### src/rtl/rre_pkg.sv
// Notes on behaviour
// - return pops stack into pc, two cycles
// - restore bit set copies three shadows back
// - restore bit clear leaves working, status, bank
// - return never touches pc latches
// - carry rotates update carry, negative, zero
// - plain left rotate: bit7 into bit0
// - plain rotates update only negative, zero
// - right through carry: bit0 to carry
// - destination bit picks working or file
// - bank bit picks access or selected bank
// - extended set, access bank low address uses indexed offset
// - rotates take one cycle, four phases
package rre_pkg;
   // ==========================================
   // opcode fields
   localparam logic [15:0] RET_MASK = 16'hFFFE;
   localparam logic [15:0] RET_CODE = 16'h0012;
   localparam logic [5:0] OP_RL_CARRY = 6'h0D;
   localparam logic [5:0] OP_RR_CARRY = 6'h0C;
   localparam logic [5:0] OP_RL_PLAIN = 6'h11;
   localparam logic [5:0] OP_RR_PLAIN = 6'h10;
   localparam int DEST_BIT = 9;
   localparam int BANK_BIT = 8;
   localparam int RESTORE_BIT = 0;
   // ==========================================
   // status bits and addressing
   localparam int ST_C = 0;
   localparam int ST_Z = 2;
   localparam int ST_N = 4;
   localparam logic [7:0] INDEXED_LIMIT = 8'h5F;
   localparam logic [7:0] ACCESS_SPLIT = 8'h60;
   localparam logic [3:0] ACCESS_HI_BANK = 4'hF;
   // ==========================================
   // reset values
   localparam logic [20:0] PC_RESET = 21'h000000;
   localparam logic [7:0] BYTE_RESET = 8'h00;
   localparam logic [3:0] BANK_RESET = 4'h0;
   localparam logic [1:0] PHASE_RESET = 2'h0;
   typedef enum logic [1:0] {RRE_Q1, RRE_Q2, RRE_Q3, RRE_Q4} rre_phase_e;
   typedef enum {RRE_ROT_LC, RRE_ROT_RC, RRE_ROT_LP, RRE_ROT_RP} rre_rot_e;
   typedef struct packed {
      logic [7:0] data;
      logic carry;
      logic zero;
      logic neg;
   } rre_rot_s;
   typedef struct packed {
      logic [7:0] working;
      logic [7:0] status;
      logic [3:0] bank;
   } rre_shadow_s;
endpackage

### src/rtl/rre_rotator.sv
`timescale 1ns/1ps
// ==========================================
// byte rotator with flag results
module rre_rotator (
   // operand
   input wire logic [7:0] operand,
   input wire logic carry_in,
   input wire logic [1:0] kind,
   // result
   output rre_pkg::rre_rot_s result
);
   logic [7:0] r;
   logic c;
   // select shift form
   always_comb begin
      r = operand;
      c = carry_in;
      unique case (kind)
         2'h0: begin
            r = {operand[6:0], carry_in};
            c = operand[7];
         end
         2'h1: begin
            r = {carry_in, operand[7:1]};
            c = operand[0];
         end
         2'h2: r = {operand[6:0], operand[7]};
         2'h3: r = {operand[0], operand[7:1]};
      endcase
   end
   assign result.data = r;
   assign result.carry = c;
   assign result.zero = (r == 8'h00);
   assign result.neg = r[7];
endmodule

### src/rtl/rre_exec.sv
`timescale 1ns/1ps
// ==========================================
// return and rotate execution slice
module rre_exec (
   // clock and reset
   input wire logic clk,
   input wire logic nrst,
   // instruction
   input wire logic [15:0] opcode,
   input wire logic op_valid,
   input wire logic ext_enable,
   // return stack
   input wire logic [20:0] stack_top_value,
   output logic stack_pop,
   // shadows
   input rre_pkg::rre_shadow_s shadow_in,
   // data memory
   output logic [11:0] mem_addr,
   output logic mem_rd,
   input wire logic [7:0] mem_rdata,
   output logic mem_wr,
   output logic [7:0] mem_wdata,
   input wire logic [7:0] index_base,
   // core state
   output logic [20:0] pc,
   output logic [7:0] working_reg,
   output logic [7:0] status_reg,
   output logic [3:0] bank_select_reg,
   output logic [7:0] pc_upper_latch,
   output logic [7:0] pc_high_latch,
   output logic fetch_flush,
   output logic busy
);
   rre_pkg::rre_phase_e phase_reg;
   logic [15:0] ir_reg;
   logic ret_second_reg;
   logic [7:0] operand_reg;
   logic [7:0] result_reg;
   logic [1:0] kind;
   logic is_ret, is_rot;
   rre_pkg::rre_rot_s rot;
   logic [7:0] faddr;

   // ==========================================
   // decode
   assign is_ret = ((ir_reg & rre_pkg::RET_MASK) == rre_pkg::RET_CODE);
   always_comb begin
      is_rot = 1'b1;
      kind = 2'h0;
      unique case (ir_reg[15:10])
         rre_pkg::OP_RL_CARRY: kind = 2'h0;
         rre_pkg::OP_RR_CARRY: kind = 2'h1;
         rre_pkg::OP_RL_PLAIN: kind = 2'h2;
         rre_pkg::OP_RR_PLAIN: kind = 2'h3;
         default: is_rot = 1'b0;
      endcase
   end
   assign faddr = ir_reg[7:0];

   // address: access bank, indexed, or banked
   always_comb begin
      if (ir_reg[rre_pkg::BANK_BIT]) begin
         mem_addr = {bank_select_reg, faddr};
      end else if (ext_enable && faddr <= rre_pkg::INDEXED_LIMIT) begin
         // base plus offset wraps inside the low page
         mem_addr = {4'h0, 8'(index_base + faddr)};
      end else if (faddr < rre_pkg::ACCESS_SPLIT) begin
         mem_addr = {4'h0, faddr};
      end else begin
         mem_addr = {rre_pkg::ACCESS_HI_BANK, faddr};
      end
   end

   // ==========================================
   // phase counter; the word loads at the end of q4
   always_ff @(posedge clk or negedge nrst) begin
      if (!nrst) begin
         phase_reg <= rre_pkg::RRE_Q1;
      end else begin
         phase_reg <= rre_pkg::rre_phase_e'(phase_reg + 2'h1);
      end
   end

   always_ff @(posedge clk or negedge nrst) begin
      if (!nrst) begin
         ir_reg <= 16'h0000;
      end else if (phase_reg == rre_pkg::RRE_Q4) begin
         // second return cycle ignores fetched word
         ir_reg <= (op_valid && !(is_ret && !ret_second_reg)) ? opcode : 16'h0000;
      end
   end

   always_ff @(posedge clk or negedge nrst) begin
      if (!nrst) begin
         ret_second_reg <= 1'b0;
      end else if (phase_reg == rre_pkg::RRE_Q4) begin
         ret_second_reg <= is_ret && !ret_second_reg;
      end
   end

   // ==========================================
   // rotate datapath: read q2, compute q3, write q4
   rre_rotator u_rot (
      .operand(operand_reg),
      .carry_in(status_reg[rre_pkg::ST_C]),
      .kind(kind),
      .result(rot)
   );

   assign mem_rd = is_rot && !ret_second_reg && phase_reg == rre_pkg::RRE_Q2;

   always_ff @(posedge clk or negedge nrst) begin
      if (!nrst) begin
         operand_reg <= rre_pkg::BYTE_RESET;
         result_reg <= rre_pkg::BYTE_RESET;
      end else begin
         if (mem_rd) operand_reg <= mem_rdata;
         if (phase_reg == rre_pkg::RRE_Q3) result_reg <= rot.data;
      end
   end

   assign mem_wr = is_rot && !ret_second_reg && phase_reg == rre_pkg::RRE_Q4
      && ir_reg[rre_pkg::DEST_BIT];
   assign mem_wdata = result_reg;

   // ==========================================
   // working, status, bank updates
   always_ff @(posedge clk or negedge nrst) begin
      if (!nrst) begin
         working_reg <= rre_pkg::BYTE_RESET;
         status_reg <= rre_pkg::BYTE_RESET;
         bank_select_reg <= rre_pkg::BANK_RESET;
      end else if (phase_reg == rre_pkg::RRE_Q3 && !ret_second_reg) begin
         if (is_ret && ir_reg[rre_pkg::RESTORE_BIT]) begin
            working_reg <= shadow_in.working;
            status_reg <= shadow_in.status;
            bank_select_reg <= shadow_in.bank;
         end else if (is_rot) begin
            // q3 result; file write lands in q4
            if (!ir_reg[rre_pkg::DEST_BIT]) working_reg <= rot.data;
            status_reg[rre_pkg::ST_N] <= rot.neg;
            status_reg[rre_pkg::ST_Z] <= rot.zero;
            if (!kind[1]) status_reg[rre_pkg::ST_C] <= rot.carry;
         end
         // restore clear: values held
      end
   end

   // ==========================================
   // program counter and latches
   assign stack_pop = is_ret && !ret_second_reg && phase_reg == rre_pkg::RRE_Q4;
   always_ff @(posedge clk or negedge nrst) begin
      if (!nrst) begin
         pc <= rre_pkg::PC_RESET;
      end else if (stack_pop) begin
         pc <= stack_top_value;
      end else if (phase_reg == rre_pkg::RRE_Q4) begin
         pc <= pc + 21'h2;
      end
   end

   // latches owned elsewhere; held at reset value here
   always_ff @(posedge clk or negedge nrst) begin
      if (!nrst) begin
         pc_upper_latch <= rre_pkg::BYTE_RESET;
         pc_high_latch <= rre_pkg::BYTE_RESET;
      end else begin
         pc_upper_latch <= pc_upper_latch;
         pc_high_latch <= pc_high_latch;
      end
   end

   assign fetch_flush = stack_pop;
   assign busy = ret_second_reg;
endmodule

### config.mk
export PLATFORM = sky130hd
export DESIGN_NAME = rre_exec
export DESIGN_NICKNAME = d
export VERILOG_FILES = /design/src/rtl/rre_pkg.sv /design/src/rtl/rre_rotator.sv /design/src/rtl/rre_exec.sv
export SDC_FILE = /design/constraint.sdc
export NUM_CORES = 1
export LEC_CHECK = 0
export ABC_AREA = 1
export BUFFER_PORTS_ARGS = -buffer_cell sky130_fd_sc_hd__buf_2
export CORE_MARGIN = 5
export CORE_UTILIZATION = 51
export DETAILED_ROUTE_END_ITERATION = 6
export PLACE_DENSITY_LB_ADDON = 0.3
export REMOVE_ABC_BUFFERS = 1
export SYNTH_ARGS = -nofsm -noshare
export SYNTH_HDL_FRONTEND = slang
export SYNTH_SLANG_ARGS = --single-unit
### constraint.sdc
create_clock -name clk -period 2.15 [get_ports clk]
set_input_delay 0.43 -clock clk [delete_from_list [all_inputs] [get_ports clk]]
set_output_delay 0.43 -clock clk [all_outputs]
set_load 0.01 [all_outputs]
==> results of run 1 <==
-- power by group --
group          switching (mW)  internal, mW
Clock                   0.577         0.660
Combinational           0.509         0.379
Sequential              0.126          1.60
-- cell families (layout without fill, tap and decap cells) --
group,after synthesis,count (layout),share of synthesized area
and+or+nand+nor,267,267,0.2632
muxes,9,9,0.02687
buffers and inverters,103,254,0.1034
other,1,16,0.0008133
adders and majority gates,13,13,0.03691
AOI/OAI and AO/OA,112,112,0.1297
DFF,76,76,0.4125
xor gates and xnor gates,14,14,0.02659
-- cells in the mapped netlist, types with 11 or more instances --
library cell,count
ha_1,12
nand3_1,46
buf_4,19
dfrtp_1,76
nor2_1,43
o21ai_0,65
a21oi_1,17
nand2_1,139
nand4_1,12
inv_1,67
xor2_1,11
o21ai_1,15
-- per-layer routing --
layer | GRT usage | vias to the layer above | routed length (um)
met1 | 0.3028 | 2093 | 5430
met2 | 0.3570 | 230 | 5903
met3 | 0.05425 | 47 | 1124
li1 | - | 2231 | -
met5 | 0 | - | 18
met4 | 0.08584 | 2 | 369
-- critical path, delay by kind of cell (launching register included) --
| family | cells | cell delay, ns |
|---|---|---|
| AND/OR/NAND/NOR | 5 | 0.33 |
| buffers and inverters | 4 | 0.26 |
| flip-flops | 1 | 0.38 |
| adder cells (fa/ha/maj) | 2 | 0.57 |
| AO/OA/AOI/OAI | 2 | 0.21 |
-- cell type report --
cell class                 instances  share of cell area
clock inverter                     7             0.01667
inverter                          71             0.04643
tap                              108             0.02279
clock buffer                       9             0.02089
sequential                        76              0.3212
multi-input combinational        431              0.4145
timing repair buffer             167              0.1575
-- path summary, 6_finish.rpt --
| path | to | cells after the start | from |
|---|---|---|---|
| min reg2reg | working_reg[6] | 2 | working_reg[6] |
| max | mem_addr[6] | 13 | ir_reg[0] |
| max reg2reg | pc[20] | 12 | ir_reg[5] |
| min | working_reg[5] | 1 | nrst |
| max in group asynchronous | ir_reg[15] | 2 | nrst |
| min in group clk | operand_reg[3] | 3 | mem_rdata[3] |
-- timing repair --
item,in CTS,in global routing
resized for setup,24,31
pin swaps,10,13
setup endpoints to repair,11,13
setup buffers,5,7
-- stage by stage --
step                      cells  setup slack [ns]  cell area, um^2  power [mW]    util
after floorplan             578           0.07049             4458       2.192       -
after global placement      841           -0.1741             5416       2.539  0.6181
after detailed placement    841           -0.3117             5416       2.569  0.6181
after CTS                   862           -0.3346             5789       3.826  0.6606
after global routing        869           -0.4611             5928       4.046  0.6765
final                       869           -0.3791             5928       3.853  0.6765
==> reports/qor.txt, run 1 <==
commonest non-fill, non-tap cell in the layout -> buf_2
worst path required time -> 1.72 ns
slowest stage delay, CP -> 0.38 ns
Max VDD drop -> 0.3069 mV
sequential-to-total area share from yosys stat -> 0.4125
Total Routing Usage GR -> 0.2264
Synth-to-Final Area Change -> 28.58%
register bit total from synthesis -> 76
crit path capture type -> output port
P_leak -> 3.082 nW
grt ovf -> 0
FF/Latch Area -> 1904 um^2
Sink Count -> 76
EDFF count, synth -> 0
Slew @ Worst Pin -> 0.6889 ns
Final min period -> 2.529 ns
Initial Utilization -> 0.5261
most used cell, CP -> nand2_1
worst rel slew slack -> 0.5402
deepest clock path buffer count -> 2
max reg flops -> 21
asr flop ratio synth -> 1.000
initial drt markers -> 254
Hold Fails Final Rpt -> 0
minimum hold slack -> 0.02670 ns
TritonCTS clock tree -> built
number of clock buffers inserted by TritonCTS -> 9
reg-to-reg slack, setup -> 0.22 ns
share of the synthesized area in the top cell type -> 0.4125
fin. max-slew vios -> 0
Die Ht -> 105.1 um
# DRC -> 0
FP Rows -> 34
DR WL/cell -> 14.78 um
Post-Syn Area -> 4611 um^2
Clock Tree Root -> clkbuf_8
failing checks -> setup timing
Cell variety after synth -> 37
pin count of the biggest net entering global routing -> 42
Synth Instances -> 595
H-tree depth -> 3
Layout Skew -> 0.01378 ns
Synth Warn # -> 0
setup_tns -> -1.200 ns
status -> finished with violations
TritonRoute pass-1 iters -> 5
hold_buf cts -> 0
area of the core -> 8763 um^2
RSZ-0062 raised after global routing -> yes
vias in the first global route -> 4401
clk_lat worst skew -> 0.36 ns
critical path peak fanout -> 2
WL final -> 12850 um
critical path class -> flip-flop to output port
Die Span X -> 105.1 um
Pwr Density -> 649.9 nW/um^2
die area -> 11040 um^2
max cap viols -> 0
routability congestion estimate -> 0.8705
most frequent cells in the layout -> 139 x buf_2, 134 x nand2_1, 74 x dfrtp_1
Layout Nets -> 846
# IOs -> 159
Vias -> 4603
leading post-synthesis cells by cell area -> dfrtp_1 41%, nand2_1 11%, o21ai_0 7.1%
worst setup margin -> -0.3791 ns
Ant. Diodes -> 0
maximum clock frequency -> 0.3954 GHz
layout cell share with drive strength beyond 1 -> 0.3298
Final period util -> 1.176
hpwl dp -> 9377 um
mean post-synth cell area -> 7.749 um^2
post-DR vias/cell -> 5.297
Finish-stage setup viols -> 6
port bufs -> 142
area leader, netlist -> dfrtp_1
first-pass GRT wire length -> 20960 um
Post-DRT Antenna Nets -> 0
antenna violations before repair -> 1
number of fill cells -> 735
area occupied by multi-input gates -> 2457 um^2
Synth Flop Type -> dfrtp_1
CP Launch Type -> flip-flop
Worst Hold Class -> input pin to asynchronous set/reset pin
WP data arrival -> 2.10 ns
clk slew on worst S/H paths -> 0.09 ns
critical-path cell list -> ha_2, inv_2, fa_2, o21ai_2, nand2_1, nand2_1, a21oi_2, inv_1, nand2_1, nand3_2, nand2_1, inv_1, buf_2
Worst path slowest cell -> dfrtp_1
Note: power is estimated with default switching activity, not from simulation.
==> run 2, diff against run 1 <==
SKIP_CTS_REPAIR_TIMING = 1   (was unset)
==> run 2 against run 1 <==
The run still ends with setup timing left. Clock power hardly changed. Combinational power fell by 2%. Utilization shrank 0.31 points. Non-clock buffer count shrank 1. Final cell count down 0.12%. Largest power group unchanged. Critical path depth unchanged. Register-to-register slack improved by 0.03 ns. Via count decreased by 1.1%.
==> reports/qor.txt, run 2 (synthesized netlist as in run 1, its figures left out) <==
Final min period -> 2.534 ns (was 2.529 ns)
port bufs -> 142 (unchanged)
Hold Fails Final Rpt -> 0 (unchanged)
number of fill cells -> 750 (was 735)
critical path class -> flip-flop to output port (unchanged)
routability congestion estimate -> 0.8705 (unchanged)
Total Routing Usage GR -> 0.2176 (was 0.2264)
failing checks -> setup timing (unchanged)
slowest stage delay, CP -> 0.38 ns (about the same)
antenna violations before repair -> 1 (unchanged)
clk slew on worst S/H paths -> 0.09 ns (about the same)
critical-path cell list -> ha_2, inv_2, fa_2, o21ai_2, nand2_1, nand2_1, a21oi_2, inv_1, nand2_1, nand3_2, nand2_1, inv_1, buf_2 (unchanged)
WL final -> 12850 um (about the same)
Comb power frac -> 0.228 (was 0.231)
pin count of the biggest net entering global routing -> 42 (unchanged)
Die Span X -> 105.1 um (unchanged)
maximum clock frequency -> 0.3946 GHz (was 0.3954 GHz)
R2R Path End -> pc[1] (was pc[20])
worst rel slew slack -> 0.5447 (was 0.5402)
Post-DRT Antenna Nets -> 0 (unchanged)
Synth-to-Final Area Change -> 27.98% (was 28.58%)
switching share of total power -> 0.3132 (was 0.3146)
critical path peak fanout -> 2 (unchanged)
TritonCTS clock tree -> built (unchanged)
Layout Nets -> 845 (was 846)
reg-to-reg slack, setup -> 0.25 ns (was 0.22 ns)
grt ovf -> 0 (unchanged)
vias in the first global route -> 4351 (was 4401)
H-tree depth -> 3 (unchanged)
initial drt markers -> 257 (was 254)
Clock Tree Root -> clkbuf_8 (unchanged)
worst r2r path cells -> 7 (was 12)
first-pass GRT wire length -> 20260 um (was 20960 um)
WP data arrival -> 2.10 ns (about the same)
post-DR vias/cell -> 5.247 (was 5.297)
max reg flops -> 21 (unchanged)
Vias -> 4554 (was 4603)
Pwr Density -> 648.8 nW/um^2 (was 649.9 nW/um^2)
Ant. Diodes -> 0 (unchanged)
Final period util -> 1.179 (was 1.176)
setup_tns -> -1.226 ns (was -1.200 ns)
Sink Count -> 76 (unchanged)
deepest clock path buffer count -> 2 (unchanged)
launching point of the worst reg2reg path -> ir_reg[11] (was ir_reg[5])
worst setup margin -> -0.3840 ns (was -0.3791 ns)
die area -> 11040 um^2 (unchanged)
Initial Utilization -> 0.5261 (unchanged)
CP Launch Type -> flip-flop (unchanged)
fin util -> 0.6733 (was 0.6765)
Sw Pwr -> 1.199 mW (was 1.212 mW)
Worst path slowest cell -> dfrtp_1 (unchanged)
Slew @ Worst Pin -> 0.6822 ns (was 0.6889 ns)
Max VDD drop -> 0.3447 mV (was 0.3069 mV)
FP Rows -> 34 (unchanged)
most frequent cells in the layout -> 139 x buf_2, 136 x nand2_1, 74 x dfrtp_1 (was 139 x buf_2, 134 x nand2_1, 74 x dfrtp_1)
TritonRoute pass-1 iters -> 5 (unchanged)
number of clock buffers inserted by TritonCTS -> 9 (unchanged)
register share of total power -> 0.452 (was 0.448)
Power, Total -> 3.828 mW (was 3.853 mW)
commonest non-fill, non-tap cell in the layout -> buf_2 (unchanged)
Setup crit start -> ir_reg[0] (unchanged)
crit path capture type -> output port (unchanged)
P_leak -> 3.072 nW (was 3.082 nW)
hpwl dp -> 9377 um (unchanged)
fin. max-slew vios -> 0 (unchanged)
max cap viols -> 0 (unchanged)
DR WL/cell -> 14.81 um (was 14.78 um)
layout cell share with drive strength beyond 1 -> 0.3289 (was 0.3298)
Worst Hold Class -> input pin to asynchronous set/reset pin (unchanged)
Finish-stage setup viols -> 7 (was 6)
area of the core -> 8763 um^2 (unchanged)
# IOs -> 159 (unchanged)
most used cell, CP -> nand2_1 (unchanged)
Layout Skew -> 0.01237 ns (was 0.01378 ns)
Clock power frac -> 0.320 (was 0.321)
Place WS -> -0.3117 ns (unchanged)
clk_lat worst skew -> 0.35 ns (was 0.36 ns)
Die Ht -> 105.1 um (unchanged)
worst path required time -> 1.72 ns (about the same)
RSZ-0062 raised after global routing -> yes (unchanged)
status -> finished with violations (unchanged)
# DRC -> 0 (unchanged)
Internal Power -> 2.629 mW (was 2.641 mW)
run 2: cell count changes in the layout (fill, tap and decap cells not counted), moves of 2 or more:
cell / previous run / this run
nor2_1: 43 / 41
inv_1: 59 / 57
nand2_2: 7 / 5
nand2_1: 134 / 136
nor2_2: 2 / 4
inv_2: 8 / 10
run 2: critical path, delay by kind of cell (launching register included):
kind / cells / cell delay (ns)
adders and majority gates: 2 / 0.56
AOI/OAI and AO/OA: 2 / 0.22
DFF: 1 / 0.38
and+or+nand+nor: 5 / 0.32
buffers and inverters: 4 / 0.27
run 2: metrics by stage:
stage	cell area, um^2	std cells	hold WS [ns]
floorplan	4458	578	0.1344
global placement	5416	841	0.4229
detailed placement	5416	841	0.4274
CTS	5639	857	0.03694
global route	5901	868	0.06477
finish	5901	868	0.03005
run 2: worst max path at each step:
stage,endpoint,slack (ns),depth (start not counted)
after global placement,mem_addr[6],-0.17,14
final,mem_addr[6],-0.38,13
after floorplan,mem_addr[6],0.07,12
after detailed placement,mem_addr[6],-0.31,14
after CTS,mem_addr[6],-0.53,13
after global routing,mem_addr[6],-0.47,13
run 2: power groups by stage:
stage / clock network [mW] / logic (mW) / registers [mW]
finish: 1.23 / 0.873 / 1.73
global route: 1.29 / 0.978 / 1.76
CTS: 1.25 / 0.823 / 1.72
detailed placement: 0 / 0.819 / 1.75
global placement: 0 / 0.794 / 1.74
floorplan: 0 / 0.398 / 1.79
run 2: area by class of cell:
class                   count  area [um^2]  area share
clock buffers               9        123.9     0.02099
clock inverters             7        98.84     0.01675
inverters                  71        277.8     0.04707
multi-input cells         431         2439      0.4133
flip-flops and latches     76         1904      0.3227
well taps                 108        135.1     0.02290
repair buffers            166        922.1      0.1563
run 2: metal layers:
layer  vias to the layer above  global-route usage  routed length (um)
li1                       2232                   -                   -
met1                      2059              0.2833                5414
met2                       215              0.3516                5951
met3                        46             0.05302                1080
met4                         2             0.08128                 388
met5                         -                   0                  18
==> run 3, diff against run 2 <==
PLACE_DENSITY = 0.79   (was unset)
PLACE_DENSITY_LB_ADDON = unset   (was 0.3)
SKIP_LAST_GASP = 1   (was unset)
==> run 3 against run 2 <==
The flow still finishes with violations (setup timing). Routed wire length rose by 1.8%. Die area did not move. Clock skew barely moved. Final cell count rose by 0.35%. Combinational power rose by 2%. Count of clock-buffer cells in the layout rose by 3. Clock power fell by 21%. Critical path type unchanged.
==> reports/qor.txt, run 3 (synthesized netlist as in run 1, its figures left out) <==
status -> finished with violations (unchanged)
failing checks -> setup timing (unchanged)
TritonCTS clock tree -> built (unchanged)
most frequent cells in the layout -> 139 x buf_2, 135 x nand2_1, 73 x dfrtp_1 (was 139 x buf_2, 136 x nand2_1, 74 x dfrtp_1)
top cell family by delay on the critical path -> adder cells (unchanged)
placed standard-cell area -> 5424 um^2 (was 5416 um^2)
area of the core -> 8763 um^2 (unchanged)
Synth-to-Final Area Change -> 27.08% (was 27.98%)
commonest non-fill, non-tap cell in the layout -> buf_2 (unchanged)
most used cell, CP -> nand2_1 (unchanged)
Initial Utilization -> 0.5261 (unchanged)
Worst path slowest cell -> dfrtp_1 (unchanged)
first-pass GRT wire length -> 20420 um (was 20260 um)
clk slew on worst S/H paths -> 0.08 ns (was 0.09 ns)
Hold Fails Final Rpt -> 0 (unchanged)
pin count of the biggest net entering global routing -> 41 (was 42)
TritonRoute pass-1 iters -> 7 (was 5)
slowest stage delay, CP -> 0.38 ns (about the same)
H-tree depth -> 3 (unchanged)
crit path capture type -> output port (unchanged)
critical path peak fanout -> 2 (unchanged)
post-DR vias/cell -> 5.356 (was 5.247)
clk_lat worst skew -> 0.35 ns (about the same)
routability congestion estimate -> 0.8444 (was 0.8705)
Die Ht -> 105.1 um (unchanged)
# DRC -> 0 (unchanged)
number of fill cells -> 745 (was 750)
FP Rows -> 34 (unchanged)
Max VDD drop -> 0.3519 mV (was 0.3447 mV)
fin util -> 0.6686 (was 0.6733)
# IOs -> 159 (unchanged)
initial drt markers -> 217 (was 257)
reg-to-reg slack, setup -> 0.31 ns (was 0.25 ns)
antenna violations before repair -> 1 (unchanged)
CP Launch Type -> flip-flop (unchanged)
Final period util -> 1.185 (was 1.179)
Finish-stage setup viols -> 8 (was 7)
port bufs -> 142 (unchanged)
Total Routing Usage GR -> 0.2192 (was 0.2176)
RSZ-0062 raised after global routing -> yes (unchanged)
vias in the first global route -> 4460 (was 4351)
Sink Count -> 76 (unchanged)
worst setup margin -> -0.3978 ns (was -0.3840 ns)
worst path required time -> 1.72 ns (about the same)
Final min period -> 2.548 ns (was 2.534 ns)
die area -> 11040 um^2 (unchanged)
Die Span X -> 105.1 um (unchanged)
launching point of the worst reg2reg path -> ir_reg[12] (was ir_reg[11])
WP data arrival -> 2.12 ns (was 2.10 ns)
CP bufs+invs -> 4 (unchanged)
Layout Nets -> 847 (was 845)
Layout Skew -> 0.01236 ns (was 0.01237 ns)
hpwl dp -> 9540 um (was 9377 um)
max reg flops -> 21 (unchanged)
WL final -> 13090 um (was 12850 um)
setup_tns -> -1.537 ns (was -1.226 ns)
grt ovf -> 0 (unchanged)
Post-DRT Antenna Nets -> 0 (unchanged)
Worst Hold Class -> input pin to asynchronous set/reset pin (unchanged)
max cap viols -> 0 (unchanged)
worst rel slew slack -> 0.5342 (was 0.5447)
critical-path cell list -> ha_2, inv_2, fa_2, o21ai_2, nand2_1, nand2_1, a21oi_1, inv_1, nand2_1, nand3_1, nand2_1, inv_1, buf_2 (was ha_2, inv_2, fa_2, o21ai_2, nand2_1, nand2_1, a21oi_2, inv_1, nand2_1, nand3_2, nand2_1, inv_1, buf_2)
deepest clock path buffer count -> 2 (unchanged)
worst r2r path cells -> 9 (was 7)
DR WL/cell -> 15.02 um (was 14.81 um)
maximum clock frequency -> 0.3925 GHz (was 0.3946 GHz)
layout cell share with drive strength beyond 1 -> 0.3255 (was 0.3289)
R2R Path End -> status_reg[2] (was pc[1])
Pwr Density -> 613.9 nW/um^2 (was 648.8 nW/um^2)
fin. max-slew vios -> 0 (unchanged)
minimum hold slack -> 0.03935 ns (was 0.03005 ns)
number of clock buffers inserted by TritonCTS -> 9 (unchanged)
Clock Tree Root -> clkbuf_8 (unchanged)
critical path class -> flip-flop to output port (unchanged)
Design Area, Final -> 5859 um^2 (was 5901 um^2)
Vias -> 4665 (was 4554)
P_leak -> 3.046 nW (was 3.072 nW)
Slew @ Worst Pin -> 0.6980 ns (was 0.6822 ns)
## run 3: cell count changes in the layout (fill, tap and decap cells not counted), moves of 2 or more
cell	change
or2_2	-2
nor2_1	+2
nor2_2	-2
bufinv_16	-2
inv_6	-2
clkinvlp_4	+2
or2_4	+2
clkbuf_1	+2
clkinv_4	-2
## run 3: worst reg2reg max path: cells and delay by family, from the launching register on
kind	cells	cell delay [ns]
AO/OA/AOI/OAI	2	0.56
buffers and inverters	1	0.09
AND/OR/NAND/NOR	6	0.68
flip-flops	1	0.42
## run 3: how the worst max path moves through the flow
stage,startpoint,endpoint,cells past startpoint
finish,ir_reg[0],mem_addr[6],13
global route,ir_reg[0],mem_addr[6],13
CTS,ir_reg[0],mem_addr[6],13
detailed placement,index_base[0],mem_addr[6],13
global placement,index_base[0],mem_addr[6],14
floorplan,index_base[0],mem_addr[6],12
## run 3: cell type report
| type | instances | area (um^2) | area share |
|---|---|---|---|
| multi-input cells | 431 | 2429 | 0.4145 |
| flip-flops and latches | 76 | 1906 | 0.3252 |
| repair buffers | 168 | 940.9 | 0.1606 |
| inverters | 71 | 276.5 | 0.04719 |
| clock buffers | 12 | 145.1 | 0.02477 |
| well taps | 108 | 135.1 | 0.02306 |
| clock inverters | 4 | 25.02 | 0.004271 |
| diodes | 1 | 2.502 | 0.0004271 |
## run 3: metrics by stage
stage / setup slack (ns) / std cells / power [mW]
2_1_floorplan: 0.07049 / 578 / 2.192
3_3_place_gp: -0.1704 / 842 / 2.545
3_5_place_dp: -0.2727 / 842 / 2.577
4_1_cts: -0.5126 / 858 / 3.546
5_1_grt: -0.5167 / 871 / 3.796
6_report: -0.3978 / 871 / 3.597
## run 3: per-layer routing
metal	global-route usage	vias up	routed length, um
li1	-	2240	-
met1	0.2828	2181	5396
met2	0.3602	221	6351
met3	0.05487	23	1093
met4	0.07306	0	244
met5	0	-	0
## run 3: where the power goes
part / internal [mW] / total (mW) / switching (mW)
clock: 0.448 / 0.973 / 0.525
sequential: 1.60 / 1.73 / 0.131
combinational: 0.378 / 0.890 / 0.512
